## config.mk

```make
export PLATFORM = sky130hd
export DESIGN_NAME = tpgio_top
export DESIGN_NICKNAME = d
export VERILOG_FILES = /design/src/logic/tpgio_port.v /design/src/logic/tpgio_axil.v /design/src/logic/tpgio_top.v
export VERILOG_INCLUDE_DIRS = /design/src /design/src/logic
export SDC_FILE = /design/constraint.sdc
export NUM_CORES = 1
export LEC_CHECK = 0
export BUFFER_PORTS_ARGS = -buffer_cell sky130_fd_sc_hd__clkbuf_2
export CAP_MARGIN = 20
export CORE_AREA = 2 2 100 102
export DETAILED_ROUTE_END_ITERATION = 12
export DIE_AREA = 0 0 102 104
export GPL_ROUTABILITY_DRIVEN = 0
export PLACE_DENSITY = 0.79
export SLEW_MARGIN = 20
export SYNTH_ARGS = -nofsm -noshare
export SYNTH_HDL_FRONTEND = slang
export SYNTH_HIERARCHICAL = 1
export SYNTH_SLANG_ARGS = --single-unit
```

## constraint.sdc

```tcl
create_clock -name clock_i -period 5.1 [get_ports clock_i]
set_input_delay 0.765 -clock clock_i [delete_from_list [all_inputs] [get_ports clock_i]]
set_output_delay 0.765 -clock clock_i [all_outputs]
set_load 0.01 [all_outputs]
```

## src/logic/tpgio_defines.vh

```
// Register map, field layout and reset values of the two-port general I/O block.
`ifndef TPGIO_DEFINES_VH
`define TPGIO_DEFINES_VH
`define TPGIO_ADDR_W 4
`define TPGIO_OFS_PORT1_DIRECTION 4'h0
`define TPGIO_OFS_PORT1_OUTPUT_VALUE 4'h4
`define TPGIO_OFS_PORT2_DIRECTION 4'h8
`define TPGIO_OFS_PORT2_OUTPUT_VALUE 4'hc
`define TPGIO_OFS_PORT1_FUNCTION_SELECT 4'h0
`define TPGIO_P1_IMPL_MASK 8'hf7
`define TPGIO_P1_RSVD_ONES 8'h08
`define TPGIO_P2_IMPL_MASK 8'h07
`define TPGIO_P2_RSVD_ONES 8'hf8
`define TPGIO_DIR_RESET 8'h00
`define TPGIO_DATA_RESET 8'h00
`define TPGIO_WO_READ 8'hff
`define TPGIO_RESP_OKAY 2'b00
`define TPGIO_RESP_SLVERR 2'b10
`endif

```

## src/logic/tpgio_port.v

```verilog
// One general I/O port: direction and data registers, pin drive and read-back mux.
`timescale 1ns/10ps
`include "tpgio_defines.vh"
module tpgio_port #(
   parameter [7:0] IMPL_MASK = 8'hff,
   parameter [7:0] RSVD_ONES = 8'h00
) (
   input wire clock_i,
   input wire rst_n_i,
   input wire dir_we_i,
   input wire data_we_i,
   input wire [7:0] wdata_i,
   input wire [7:0] periph_sel_i,
   input wire [7:0] periph_out_i,
   input wire [7:0] periph_oe_i,
   input wire [7:0] pin_in_i,
   output wire [7:0] rd_data_o,
   output wire [7:0] pin_out_d_o,
   output wire [7:0] pin_oe_n_d_o
);
   reg [7:0] dir_q;
   reg [7:0] data_q;
   wire [7:0] gio;

   always @(posedge clock_i or negedge rst_n_i) begin
      if (!rst_n_i) begin
         dir_q <= `TPGIO_DIR_RESET;
         data_q <= `TPGIO_DATA_RESET;
      end else begin
         if (dir_we_i) begin
            dir_q <= wdata_i & IMPL_MASK;
         end
         if (data_we_i) begin
            data_q <= wdata_i & IMPL_MASK;
         end
      end
   end

   // Output bits show the stored value, input bits the live pin, reserved bits read one.
   assign rd_data_o = (((dir_q & data_q) | (~dir_q & pin_in_i)) & IMPL_MASK) | RSVD_ONES;

   assign gio = IMPL_MASK & ~periph_sel_i;
   assign pin_out_d_o = (gio & data_q) | (periph_sel_i & periph_out_i & IMPL_MASK);
   // Drive enable is active low; an input pin not handed to the peripheral, or an absent bit, stays released.
   assign pin_oe_n_d_o = ~((gio & dir_q) | (periph_sel_i & periph_oe_i & IMPL_MASK));
endmodule

```

## src/logic/tpgio_axil.v

```verilog
// AXI4-Lite slave front end producing single-cycle register write and read strobes.
`timescale 1ns/10ps
`include "tpgio_defines.vh"
module tpgio_axil (
   input wire clock_i,
   input wire rst_n_i,
   input wire [`TPGIO_ADDR_W-1:0] awaddr_i,
   input wire awvalid_i,
   output reg awready_o,
   input wire [31:0] wdata_i,
   input wire [3:0] wstrb_i,
   input wire wvalid_i,
   output reg wready_o,
   output reg [1:0] bresp_o,
   output reg bvalid_o,
   input wire bready_i,
   input wire [`TPGIO_ADDR_W-1:0] araddr_i,
   input wire arvalid_i,
   output reg arready_o,
   output reg [31:0] rdata_o,
   output reg [1:0] rresp_o,
   output reg rvalid_o,
   input wire rready_i,
   output wire wr_en_o,
   output wire [`TPGIO_ADDR_W-1:0] wr_addr_o,
   output wire [7:0] wr_data_o,
   output wire rd_en_o,
   output wire [`TPGIO_ADDR_W-1:0] rd_addr_o,
   input wire [7:0] rd_data_i,
   input wire rd_hit_i,
   input wire wr_hit_i
);
   reg aw_have_q;
   reg w_have_q;
   reg [`TPGIO_ADDR_W-1:0] aw_q;
   reg [7:0] wd_q;
   reg wlane_q;
   reg [`TPGIO_ADDR_W-1:0] ar_q;
   reg ar_have_q;

   // The write fires once address and data are both held and no response is pending.
   assign wr_en_o = aw_have_q && w_have_q && !bvalid_o;
   assign wr_addr_o = aw_q;
   assign wr_data_o = wd_q;
   assign rd_en_o = ar_have_q && !rvalid_o;
   assign rd_addr_o = ar_q;

   always @(posedge clock_i or negedge rst_n_i) begin
      if (!rst_n_i) begin
         awready_o <= 1'b0;
         wready_o <= 1'b0;
         arready_o <= 1'b0;
         bvalid_o <= 1'b0;
         rvalid_o <= 1'b0;
         bresp_o <= `TPGIO_RESP_OKAY;
         rresp_o <= `TPGIO_RESP_OKAY;
         rdata_o <= 32'h00000000;
         aw_have_q <= 1'b0;
         w_have_q <= 1'b0;
         ar_have_q <= 1'b0;
         aw_q <= {`TPGIO_ADDR_W{1'b0}};
         ar_q <= {`TPGIO_ADDR_W{1'b0}};
         wd_q <= 8'h00;
         wlane_q <= 1'b0;
      end else begin
         awready_o <= !aw_have_q && !awready_o && awvalid_i;
         wready_o <= !w_have_q && !wready_o && wvalid_i;
         arready_o <= !ar_have_q && !arready_o && !rvalid_o && arvalid_i;
         if (awvalid_i && awready_o) begin
            aw_have_q <= 1'b1;
            aw_q <= awaddr_i;
         end
         if (wvalid_i && wready_o) begin
            w_have_q <= 1'b1;
            wd_q <= wdata_i[7:0];
            wlane_q <= wstrb_i[0];
         end
         if (arvalid_i && arready_o) begin
            ar_have_q <= 1'b1;
            ar_q <= araddr_i;
         end
         if (wr_en_o) begin
            aw_have_q <= 1'b0;
            w_have_q <= 1'b0;
            bvalid_o <= 1'b1;
            bresp_o <= wr_hit_i ? `TPGIO_RESP_OKAY : `TPGIO_RESP_SLVERR;
         end else if (bvalid_o && bready_i) begin
            bvalid_o <= 1'b0;
         end
         if (rd_en_o) begin
            ar_have_q <= 1'b0;
            rvalid_o <= 1'b1;
            rdata_o <= {24'h000000, rd_hit_i ? rd_data_i : 8'h00};
            rresp_o <= rd_hit_i ? `TPGIO_RESP_OKAY : `TPGIO_RESP_SLVERR;
         end else if (rvalid_o && rready_i) begin
            rvalid_o <= 1'b0;
         end
      end
   end

   // A write with byte lane 0 disabled is answered but leaves the register unchanged.
   wire unused_lane = wlane_q;
endmodule

```

## src/logic/tpgio_top.v

```verilog
// Top of the two-port general I/O block: reset sync, register decode and registered pins.
`timescale 1ns/10ps
`include "tpgio_defines.vh"
module tpgio_top (
   input wire clock_i,
   input wire rstn_i,
   input wire [`TPGIO_ADDR_W-1:0] s_axi_awaddr_i,
   input wire s_axi_awvalid_i,
   output wire s_axi_awready_o,
   input wire [31:0] s_axi_wdata_i,
   input wire [3:0] s_axi_wstrb_i,
   input wire s_axi_wvalid_i,
   output wire s_axi_wready_o,
   output wire [1:0] s_axi_bresp_o,
   output wire s_axi_bvalid_o,
   input wire s_axi_bready_i,
   input wire [`TPGIO_ADDR_W-1:0] s_axi_araddr_i,
   input wire s_axi_arvalid_i,
   output wire s_axi_arready_o,
   output wire [31:0] s_axi_rdata_o,
   output wire [1:0] s_axi_rresp_o,
   output wire s_axi_rvalid_o,
   input wire s_axi_rready_i,
   input wire [7:0] port1_function_select_i,
   input wire [7:0] port1_periph_out_i,
   input wire [7:0] port1_periph_oe_i,
   input wire [7:0] port2_function_select_i,
   input wire [7:0] port2_periph_out_i,
   input wire [7:0] port2_periph_oe_i,
   input wire [7:0] port1_pin_i,
   output reg [7:0] port1_pin_o,
   output reg [7:0] port1_pin_oe_n_o,
   input wire [7:0] port2_pin_i,
   output reg [7:0] port2_pin_o,
   output reg [7:0] port2_pin_oe_n_o
);
   reg rst_meta_q;
   reg rst_sync_q;
   wire rst_n;
   wire wr_en;
   wire [`TPGIO_ADDR_W-1:0] wr_addr;
   wire [7:0] wr_data;
   wire rd_en;
   wire [`TPGIO_ADDR_W-1:0] rd_addr;
   reg [7:0] rd_data;
   reg rd_hit;
   wire [7:0] p1_rd;
   wire [7:0] p2_rd;
   wire [7:0] p1_out_d;
   wire [7:0] p1_oe_n_d;
   wire [7:0] p2_out_d;
   wire [7:0] p2_oe_n_d;

   function addr_is;
      input [`TPGIO_ADDR_W-1:0] addr;
      input [`TPGIO_ADDR_W-1:0] ofs;
      begin
         addr_is = (addr[`TPGIO_ADDR_W-1:2] == ofs[`TPGIO_ADDR_W-1:2]);
      end
   endfunction

   always @(posedge clock_i or negedge rstn_i) begin
      if (!rstn_i) begin
         rst_meta_q <= 1'b0;
         rst_sync_q <= 1'b0;
      end else begin
         rst_meta_q <= 1'b1;
         rst_sync_q <= rst_meta_q;
      end
   end
   assign rst_n = rst_sync_q;

   tpgio_axil u_axil (
      .clock_i(clock_i),
      .rst_n_i(rst_n),
      .awaddr_i(s_axi_awaddr_i),
      .awvalid_i(s_axi_awvalid_i),
      .awready_o(s_axi_awready_o),
      .wdata_i(s_axi_wdata_i),
      .wstrb_i(s_axi_wstrb_i),
      .wvalid_i(s_axi_wvalid_i),
      .wready_o(s_axi_wready_o),
      .bresp_o(s_axi_bresp_o),
      .bvalid_o(s_axi_bvalid_o),
      .bready_i(s_axi_bready_i),
      .araddr_i(s_axi_araddr_i),
      .arvalid_i(s_axi_arvalid_i),
      .arready_o(s_axi_arready_o),
      .rdata_o(s_axi_rdata_o),
      .rresp_o(s_axi_rresp_o),
      .rvalid_o(s_axi_rvalid_o),
      .rready_i(s_axi_rready_i),
      .wr_en_o(wr_en),
      .wr_addr_o(wr_addr),
      .wr_data_o(wr_data),
      .rd_en_o(rd_en),
      .rd_addr_o(rd_addr),
      .rd_data_i(rd_data),
      .rd_hit_i(rd_hit),
      .wr_hit_i(1'b1)
   );

   // Writes of byte lane 0 only reach the registers; other lanes are ignored.
   reg wlane0_q;
   wire wr_ok;
   always @(posedge clock_i or negedge rst_n) begin
      if (!rst_n) begin
         wlane0_q <= 1'b0;
      end else if (s_axi_wvalid_i && s_axi_wready_o) begin
         wlane0_q <= s_axi_wstrb_i[0];
      end
   end
   assign wr_ok = wr_en && wlane0_q;

   tpgio_port #(
      .IMPL_MASK(`TPGIO_P1_IMPL_MASK),
      .RSVD_ONES(`TPGIO_P1_RSVD_ONES)
   ) u_port1 (
      .clock_i(clock_i),
      .rst_n_i(rst_n),
      .dir_we_i(wr_ok && addr_is(wr_addr, `TPGIO_OFS_PORT1_DIRECTION)),
      .data_we_i(wr_ok && addr_is(wr_addr, `TPGIO_OFS_PORT1_OUTPUT_VALUE)),
      .wdata_i(wr_data),
      .periph_sel_i(port1_function_select_i),
      .periph_out_i(port1_periph_out_i),
      .periph_oe_i(port1_periph_oe_i),
      .pin_in_i(port1_pin_i),
      .rd_data_o(p1_rd),
      .pin_out_d_o(p1_out_d),
      .pin_oe_n_d_o(p1_oe_n_d)
   );

   tpgio_port #(
      .IMPL_MASK(`TPGIO_P2_IMPL_MASK),
      .RSVD_ONES(`TPGIO_P2_RSVD_ONES)
   ) u_port2 (
      .clock_i(clock_i),
      .rst_n_i(rst_n),
      .dir_we_i(wr_ok && addr_is(wr_addr, `TPGIO_OFS_PORT2_DIRECTION)),
      .data_we_i(wr_ok && addr_is(wr_addr, `TPGIO_OFS_PORT2_OUTPUT_VALUE)),
      .wdata_i(wr_data),
      .periph_sel_i(port2_function_select_i),
      .periph_out_i(port2_periph_out_i),
      .periph_oe_i(port2_periph_oe_i),
      .pin_in_i(port2_pin_i),
      .rd_data_o(p2_rd),
      .pin_out_d_o(p2_out_d),
      .pin_oe_n_d_o(p2_oe_n_d)
   );

   // The map fills the whole four-bit window, so every aligned word decodes.
   always @* begin
      rd_hit = 1'b1;
      rd_data = `TPGIO_WO_READ;
      if (addr_is(rd_addr, `TPGIO_OFS_PORT1_OUTPUT_VALUE)) begin
         rd_data = p1_rd;
      end else if (addr_is(rd_addr, `TPGIO_OFS_PORT2_OUTPUT_VALUE)) begin
         rd_data = p2_rd;
      end
      if (!rd_en) begin
         rd_data = 8'h00;
      end
   end

   // Pins are registered so each drives straight from a flip-flop; this costs one cycle of latency.
   always @(posedge clock_i or negedge rst_n) begin
      if (!rst_n) begin
         port1_pin_o <= 8'h00;
         port1_pin_oe_n_o <= 8'hff;
         port2_pin_o <= 8'h00;
         port2_pin_oe_n_o <= 8'hff;
      end else begin
         port1_pin_o <= p1_out_d;
         port1_pin_oe_n_o <= p1_oe_n_d;
         port2_pin_o <= p2_out_d;
         port2_pin_oe_n_o <= p2_oe_n_d;
      end
   end
endmodule

```

==> flow_summary.json, run 1 <==
{
  "outcome": "complete, no violations",
  "start_util": 0.390,
  "skew_ps": 7.18,
  "drcViolationCount": 0,
  "fin_area_mm2": 0.00443,
  "slew_violations": 0,
  "grt_use_total": 0.133,
  "wl_mm": 6.78,
  "via_count": 2187,
  "fp.dieW_um": 102,
  "syn_area_mm2": 0.00372,
  "fin_cells": 519,
  "grt_use_met1": 0.170,
  "grt_busiest_layer": "met2",
  "finalSetupViolations": 0,
  "fin_ws_ps": 3030,
  "worst_pin_slew_ps": 990,
  "grt_pass1_wl_mm": 10.8,
  "fill_cells": 889,
  "drive_gt1_frac": 0.479,
  "worstSkewPairLatency_ps": 350,
  "antenna_cells": 0,
  "placementRows": 36,
  "grt_max_degree": 83,
  "final-hold-violation-count": 0,
  "cts.sinks": 84,
  "post-cts-setup-buffers": 0,
  "required_ps": 5330,
  "syn_inst": 272,
  "core_mm2": 0.00955,
  "ctsHtreeMaxLevel": 3,
  "clk_pin_slew_worst_paths_ps": 80,
  "place_area_mm2": 0.00420,
  "syn_avg_cell_area_um2": 13.7,
  "hp-class": "in -> async",
  "slew_headroom": 0.336,
  "p_per_area_mw_per_mm2": 494,
  "cts_resized": 0,
  "synth_warnings": 6,
  "ant_nets": 0,
  "whs_ps": 194,
  "gr-usage-met2": 0.207,
  "fin_tns_setup_ps": 0,
  "cts_hold_buffers": 0,
  "rsz0062_at_grt": "no",
  "grt_pass1_vias": 2266,
  "cp_max_fo": 7,
  "cts_root_buf": "clkbuf_8",
  "antenna_found_initial": 0,
  "drt-pass1-iter-count": 3,
  "cts_made_buffers": 9,
  "routedWlPerCell_um": 13.1,
  "cp.arrival_ps": 2300,
  "drtIter0Drc": 30,
  "grt_overflow": 0,
  "io_buffers": 105,
  "cts_tree": "yes",
  "ios": 188,
  "leakage_nw": 2.24,
  "post-place-ws_ps": 2950,
  "dp_hpwl_mm": 4.87,
  "drt-vias-per-instance": 4.21,
  "die_y_um": 104,
  "fin_nets": 496,
  "cp-end-kind": "register",
  "power.total_mw": 2.19,
  "syn_to_final_growth_pct": 19.0,
  "place_inst": 502,
  "clockBufferDepth": 2,
  "max_freq_ghz": 0.484,
  "use_met3": 0.0403,
  "startpoint_type": "register",
  "period_minus_slack_ps": 2070,
  "dieArea_mm2": 0.0106,
  "fin_crit_sh": 0.405,
  "final_core_util": 0.464,
  "ir_drop_mv": 0.222,
  "drv_cap": 0,
  "crit_type": "reg -> reg"
}
[cell usage in the layout (no fill, tap or decap), drive strengths merged]
cell type and instances:
a21boi 8, a21oi 3, buf 1, bufinv 1
clkbuf 117, clkinv 2, clkinvlp 1, conb 47
dfrtp 68, dfstp 16, inv 13, mux2 52
mux2i 29, nand2 14, nand3 1, nand3b 1
nor2 3, nor2b 2, nor3 2, nor3b 2
nor4b 1, o21ai 2
[worst max-delay path: stages (launching register included)]
cell      delay (ps)
dfrtp_1          420
nand3b_1         230
inv_1            100
nand2_1           90
nor3_2           760
mux2_4           360
[path summary, 6_finish.rpt]
| kind | from | end | slack [ps] | cells past startpoint |
|---|---|---|---|---|
| min reg2reg | rst_n | u_axil/rdata_o[7] | 290 | 0 |
| min in group clock_i | rst_meta_q | rst_n | 360 | 0 |
| max in group asynchronous | rst_n | port1_pin_oe_n_o[1] | 4170 | 1 |
| max reg2reg | u_axil/bvalid_o | u_port1/data_q[7] | 3030 | 5 |
| min | rstn_i | rst_n | 190 | 1 |
| max | u_axil/bvalid_o | u_port1/data_q[7] | 3030 | 5 |
[registers in the layout, indices dropped and copies added (netlist names), 3 cells and up]
register	flops
u_port1/dir_q	7
port2_pin_oe_n_o	8
u_port2/data_q	3
port1_pin_oe_n_o	8
port1_pin_o	8
port2_pin_o	8
u_axil/wr_data_o	7
u_port2/dir_q	3
u_axil/rdata_o	8
u_port1/data_q	7
[layer usage]
| metal | part of all wire | routed length [µm] | up-vias |
|---|---|---|---|
| met5 | 0 | 0 | - |
| met4 | 0.017 | 117 | 0 |
| met3 | 0.073 | 498 | 10 |
| met2 | 0.47 | 3190 | 85 |
| met1 | 0.44 | 2980 | 1053 |
| li1 | - | - | 1039 |
[area by class of cell]
| class | instances | area [µm²] | area share |
|---|---|---|---|
| clock inverters | 4 | 47.5 | 0.0107 |
| well taps | 133 | 166 | 0.0376 |
| inverters | 13 | 48.8 | 0.0110 |
| flip-flops and latches | 84 | 2130 | 0.480 |
| multi-input cells | 167 | 1330 | 0.301 |
| clock buffers | 12 | 155 | 0.0350 |
| repair buffers | 106 | 553 | 0.125 |
[power breakdown]
group          internal, mW  switching [mW]  total (mW)
logic                 0.347           0.250       0.597
registers             0.912           0.202        1.11
clock network         0.252           0.227       0.479
(Power assumes the default switching activity.)
==> inputs of run 2 (changes only) <==
PLACE_DENSITY = 0.82   (was 0.79)
clock period = 1.9 ns   (was 5.1 ns; I/O delays follow)
==> run 2 against run 1 <==
Against the previous run:
- flip-flop and latch count stayed put
- setup slack lost 2800 ps
- first-iteration DRC count rose to 2.6 times the previous value
- worst hold slack lost 130 ps
- global-route usage grew 0.82 points
- sequential share of layout area shrank 0.81 points
- die area unchanged
- utilization up 0.80 points
- non-clock buffer count grew 5
- largest cell class unchanged
- highest routed layer unchanged
==> flow_summary.json, run 2 (same netlist as run 1, synthesis figures left out) <==
{
  "via_count": 2214,
  "fp.dieW_um": 102,
  "cp_max_fo": 7,
  "r2r-start": "u_axil/bvalid_o",
  "grt_use_total": 0.142,
  "max_freq_ghz": 0.589,
  "final_common_cell": "clkbuf_2",
  "placementRows": 36,
  "whs_ps": 62.7,
  "wl_met2_mm": 3.45,
  "r2r_slack_ps": 200,
  "most-common-layout-cells": "105 x clkbuf_2, 67 x dfrtp_1, 47 x conb_1, 29 x mux2i_1, 29 x mux2_2",
  "skew_ps": 10.6,
  "final-hold-violation-count": 0,
  "fin_ws_ps": 201,
  "ant_nets": 0,
  "drcViolationCount": 0,
  "worstSkewPairLatency_ps": 350,
  "p_per_area_mw_per_mm2": 1330,
  "core_mm2": 0.00955,
  "ff2ff_path_depth": 6,
  "dieArea_mm2": 0.0106,
  "cts_root_buf": "clkbuf_8",
  "crit_type": "reg -> reg",
  "leakage_nw": 2.27,
  "io_buffers": 105,
  "required_ps": 2140,
  "worst_pin_slew_ps": 539,
  "clockBufferDepth": 2,
  "wl_mm": 7.03,
  "cts.sinks": 84,
  "drv_cap": 0,
  "cts_tree": "yes",
  "routedWlPerCell_um": 13.4,
  "cp.arrival_ps": 1930,
  "grt_pass1_wl_mm": 11.3,
  "slew_violations": 0,
  "met1_length_mm": 2.87,
  "clk_pin_slew_worst_paths_ps": 90,
  "startpoint": "u_axil/bvalid_o",
  "ios": 188,
  "startpoint_type": "register",
  "grt_overflow": 0,
  "grt_max_degree": 41,
  "wl_met3_um": 528,
  "r2r_end": "u_port1/dir_q[6]",
  "cts_resized": 0,
  "period_minus_slack_ps": 1700,
  "drt-vias-per-instance": 4.23,
  "ir_drop_mv": 0.644,
  "fin_tns_setup_ps": 0,
  "power.total_mw": 6.00,
  "antenna_found_initial": 0,
  "top_layer_used": "met4",
  "ctsHtreeMaxLevel": 3,
  "drive_gt1_frac": 0.486,
  "drtIter0Drc": 78,
  "outcome": "complete, no violations",
  "fin_nets": 501,
  "crit_end": "u_port1/dir_q[6]",
  "dp_hpwl_mm": 5.25,
  "hp-class": "in -> reg",
  "fin_cells": 524,
  "rsz0062_at_grt": "no",
  "post-place-ws_ps": 204,
  "grt_pass1_vias": 2379,
  "slew_headroom": 0.640,
  "antenna_cells": 0,
  "cp-end-kind": "register",
  "start_util": 0.390,
  "syn_to_final_growth_pct": 21.0,
  "die_y_um": 104,
  "fin_crit_sh": 0.894,
  "drt-pass1-iter-count": 3,
  "place_inst": 507,
  "finalSetupViolations": 0,
  "cts_made_buffers": 9
}
[run 2: changes by cell type in the layout (fill, tap and decap cells not counted), sizes merged]
cell | previous run | this run
buf | 1 | 5
clkbuf | 117 | 118
clkinv | 2 | 1
dlygate4sd3 | 0 | 1
[run 2: critical path, cell delays in order (launching register included)]
cell      delay (ps)
dfrtp_1          430
nand3b_1         240
inv_1            110
nand2_1          100
nor3_2           220
buf_12           180
mux2_4           300
[run 2: through the flow]
step	utilization	area, µm²
2_1_floorplan	-	3880
3_3_place_gp	0.448	4270
3_5_place_dp	0.448	4270
4_1_cts	0.472	4510
5_1_grt	0.472	4510
6_report	0.472	4510
[run 2: power by group]
group          internal, mW  switching [mW]  total (mW)
clock                 0.749           0.626        1.38
sequential             2.45           0.543        2.99
combinational         0.952           0.681        1.63
[run 2: repair_timing]
action	CTS	global route
hold endpoints to repair	2	0
setup buffers	0	0
hold buffers	1	0
[run 2: cell type report]
type | count | area [µm²]
Sequential cell | 84 | 2130
Clock inverter | 3 | 42.5
Fill cell | 894 | 5040
Inverter | 13 | 48.8
Timing Repair Buffer | 111 | 611
Multi-Input combinational cell | 167 | 1330
Clock buffer | 13 | 179
Tap cell | 133 | 166
[run 2: layer usage]
| layer | vias up | global-route usage |
|---|---|---|
| li1 | 1040 | - |
| met1 | 1077 | 0.162 |
| met2 | 83 | 0.231 |
| met3 | 14 | 0.0517 |
| met4 | 0 | 0.0686 |
| met5 | - | 0 |
[run 2: how the worst min path moves through the flow]
| stage | depth (start not counted) | endpoint | slack (ps) | startpoint |
|---|---|---|---|---|
| after floorplan | 0 | rst_meta_q | -10 | rstn_i |
| after global placement | 1 | rst_meta_q | 70 | rstn_i |
| after detailed placement | 1 | rst_meta_q | 80 | rstn_i |
| after CTS | 2 | port2_pin_oe_n_o[2] | 50 | port2_periph_oe_i[2] |
| after global routing | 2 | port2_pin_oe_n_o[0] | 30 | port2_periph_oe_i[0] |
| final | 2 | port1_pin_oe_n_o[4] | 60 | port1_periph_oe_i[4] |
==> inputs of run 3 (changes only) <==
GPL_TIMING_DRIVEN = 0   (was unset)
==> run 3 against run 2 <==
Against the previous run:
- combinational power up 9%
- cell count up 8.6%
- power down 0.74%
- routed wire length up 1.8%
- utilization up 3.0 points
- cell area up 6.4%
- largest cell class unchanged
==> flow_summary.json, run 3 (same netlist as run 1, synthesis figures left out) <==
{
  "multi_input_area_mm2": 0.00132,
  "grt_overflow": 0,
  "startpoint_type": "register",
  "cp-end-kind": "register",
  "wl_mm": 7.16,
  "grt_pass1_wl_mm": 11.8,
  "final_core_util": 0.502,
  "start_util": 0.390,
  "grt_pass1_vias": 2547,
  "fin_crit_sh": 0.880,
  "drive_gt1_frac": 0.530,
  "drtIter0Drc": 40,
  "ios": 188,
  "fin_ws_ps": 229,
  "placementRows": 36,
  "fin_tns_setup_ps": 0,
  "p_comb_frac": 0.297,
  "skew_ps": 10.1,
  "worst_pin_slew_ps": 525,
  "cp.arrival_ps": 1900,
  "antenna_cells": 0,
  "slowest_delay_ps": 420,
  "crit_buf_inv": 2,
  "outcome": "complete, no violations",
  "post-place-ws_ps": 233,
  "period_minus_slack_ps": 1670,
  "ir_drop_mv": 0.518,
  "max_freq_ghz": 0.598,
  "swShare": 0.309,
  "syn_to_final_growth_pct": 28.8,
  "antenna_found_initial": 0,
  "dieArea_mm2": 0.0106,
  "cp_max_fo": 7,
  "rsz0062_at_grt": "no",
  "required_ps": 2130,
  "most-common-layout-cells": "105 x clkbuf_2, 67 x dfrtp_1, 47 x conb_1, 44 x buf_4",
  "leakage_nw": 2.48,
  "fin_nets": 546,
  "crit_type": "reg -> reg",
  "cts_root_buf": "clkbuf_8",
  "cts_tree": "yes",
  "io_buffers": 105,
  "hp-class": "in -> reg",
  "cts_made_buffers": 9,
  "die_y_um": 104,
  "cp_top_family": "simple AND/OR/NAND/NOR gates",
  "slew_headroom": 0.650,
  "crit_path_top_delay_cell": "dfrtp_1",
  "routedWlPerCell_um": 12.6,
  "slew_violations": 0,
  "grt_use_total": 0.144,
  "power_switching_mw": 1.84,
  "drv_cap": 0,
  "worstPathCellList": "nand3b_1, inv_1, nand2_1, nor3_1, buf_6, mux2_4",
  "fp.dieW_um": 102,
  "p_per_area_mw_per_mm2": 1240,
  "drt-vias-per-instance": 4.19,
  "dp_hpwl_mm": 5.38,
  "ant_nets": 0,
  "worstSkewPairLatency_ps": 350,
  "finalSetupViolations": 0,
  "intPower_mw": 4.11,
  "cts_resized": 0,
  "whs_ps": 71.7,
  "clockBufferDepth": 2,
  "clk_pin_slew_worst_paths_ps": 90,
  "via_count": 2382,
  "ctsHtreeMaxLevel": 3,
  "clkPwrFrac": 0.209,
  "final_common_cell": "clkbuf_2",
  "drcViolationCount": 0,
  "r2r_slack_ps": 230,
  "core_mm2": 0.00955,
  "cts.sinks": 84,
  "seq_area_mm2": 0.00213,
  "p_seq_frac": 0.494,
  "final-hold-violation-count": 0,
  "grt_max_degree": 44,
  "fill_cells": 895,
  "drt-pass1-iter-count": 4
}
==> run 3: cell count changes in the layout (fill, tap and decap cells not counted), sizes merged <==
cell    change
buf        +45
clkbuf      -2
clkinv      +2
==> run 3: worst paths after layout <==
| check | startpoint | endpoint | cells past startpoint |
|---|---|---|---|
| hold reg to reg | rst_n | u_axil/rdata_o[3] | 0 |
| min in group asynchronous | rstn_i | rst_n | 2 |
| setup reg to reg | u_axil/bvalid_o | u_port1/data_q[5] | 6 |
| hold / removal | port2_periph_oe_i[2] | port2_pin_oe_n_o[2] | 2 |
| setup / recovery | u_axil/bvalid_o | u_port1/data_q[5] | 6 |
| max in group asynchronous | rst_n | port2_pin_oe_n_o[2] | 1 |
==> run 3: layer usage <==
metal	share of wire	GRT usage
met1	0.40	0.160
met2	0.51	0.251
met3	0.069	0.0390
met4	0.019	0.0667
met5	0	0
==> run 3: through the flow <==
stage | power [mW] | instance area (µm²) | std cells
after global routing | 6.37 | 4800 | 569
after floorplan | 4.12 | 3880 | 313
after CTS | 6.06 | 4800 | 569
after detailed placement | 4.78 | 4590 | 552
final | 5.95 | 4800 | 569
after global placement | 4.65 | 4570 | 551
==> run 3: what timing repair did <==
action,in CTS,in global routing
endpoints found under the hold margin,2,0
buffers inserted,0,0
hold buffers,1,0
==> run 3: worst register-to-register path, stage by stage (launching register included) <==
cell	delay, ps
dfrtp_1	420
nand3b_1	240
inv_1	110
nand2_1	70
nor3_1	180
buf_6	210
mux2_4	320
==> run 3: final cells by class <==
class                   instances  area share
multi-input cells             167       0.276
flip-flops and latches         84       0.443
inverters                      13      0.0102
clock inverters                 5      0.0110
clock buffers                  11      0.0295
repair buffers                107       0.116
plain buffers                  49      0.0798
well taps                     133      0.0347
==> run 3: power by group through the flow <==
stage	Combinational (mW)	Sequential [mW]	Clock [mW]
finish	1.77	2.94	1.25
global route	1.94	3.04	1.38
CTS	1.80	2.95	1.31
detailed placement	1.79	2.99	0
global placement	1.71	2.94	0
floorplan	1.13	2.99	0
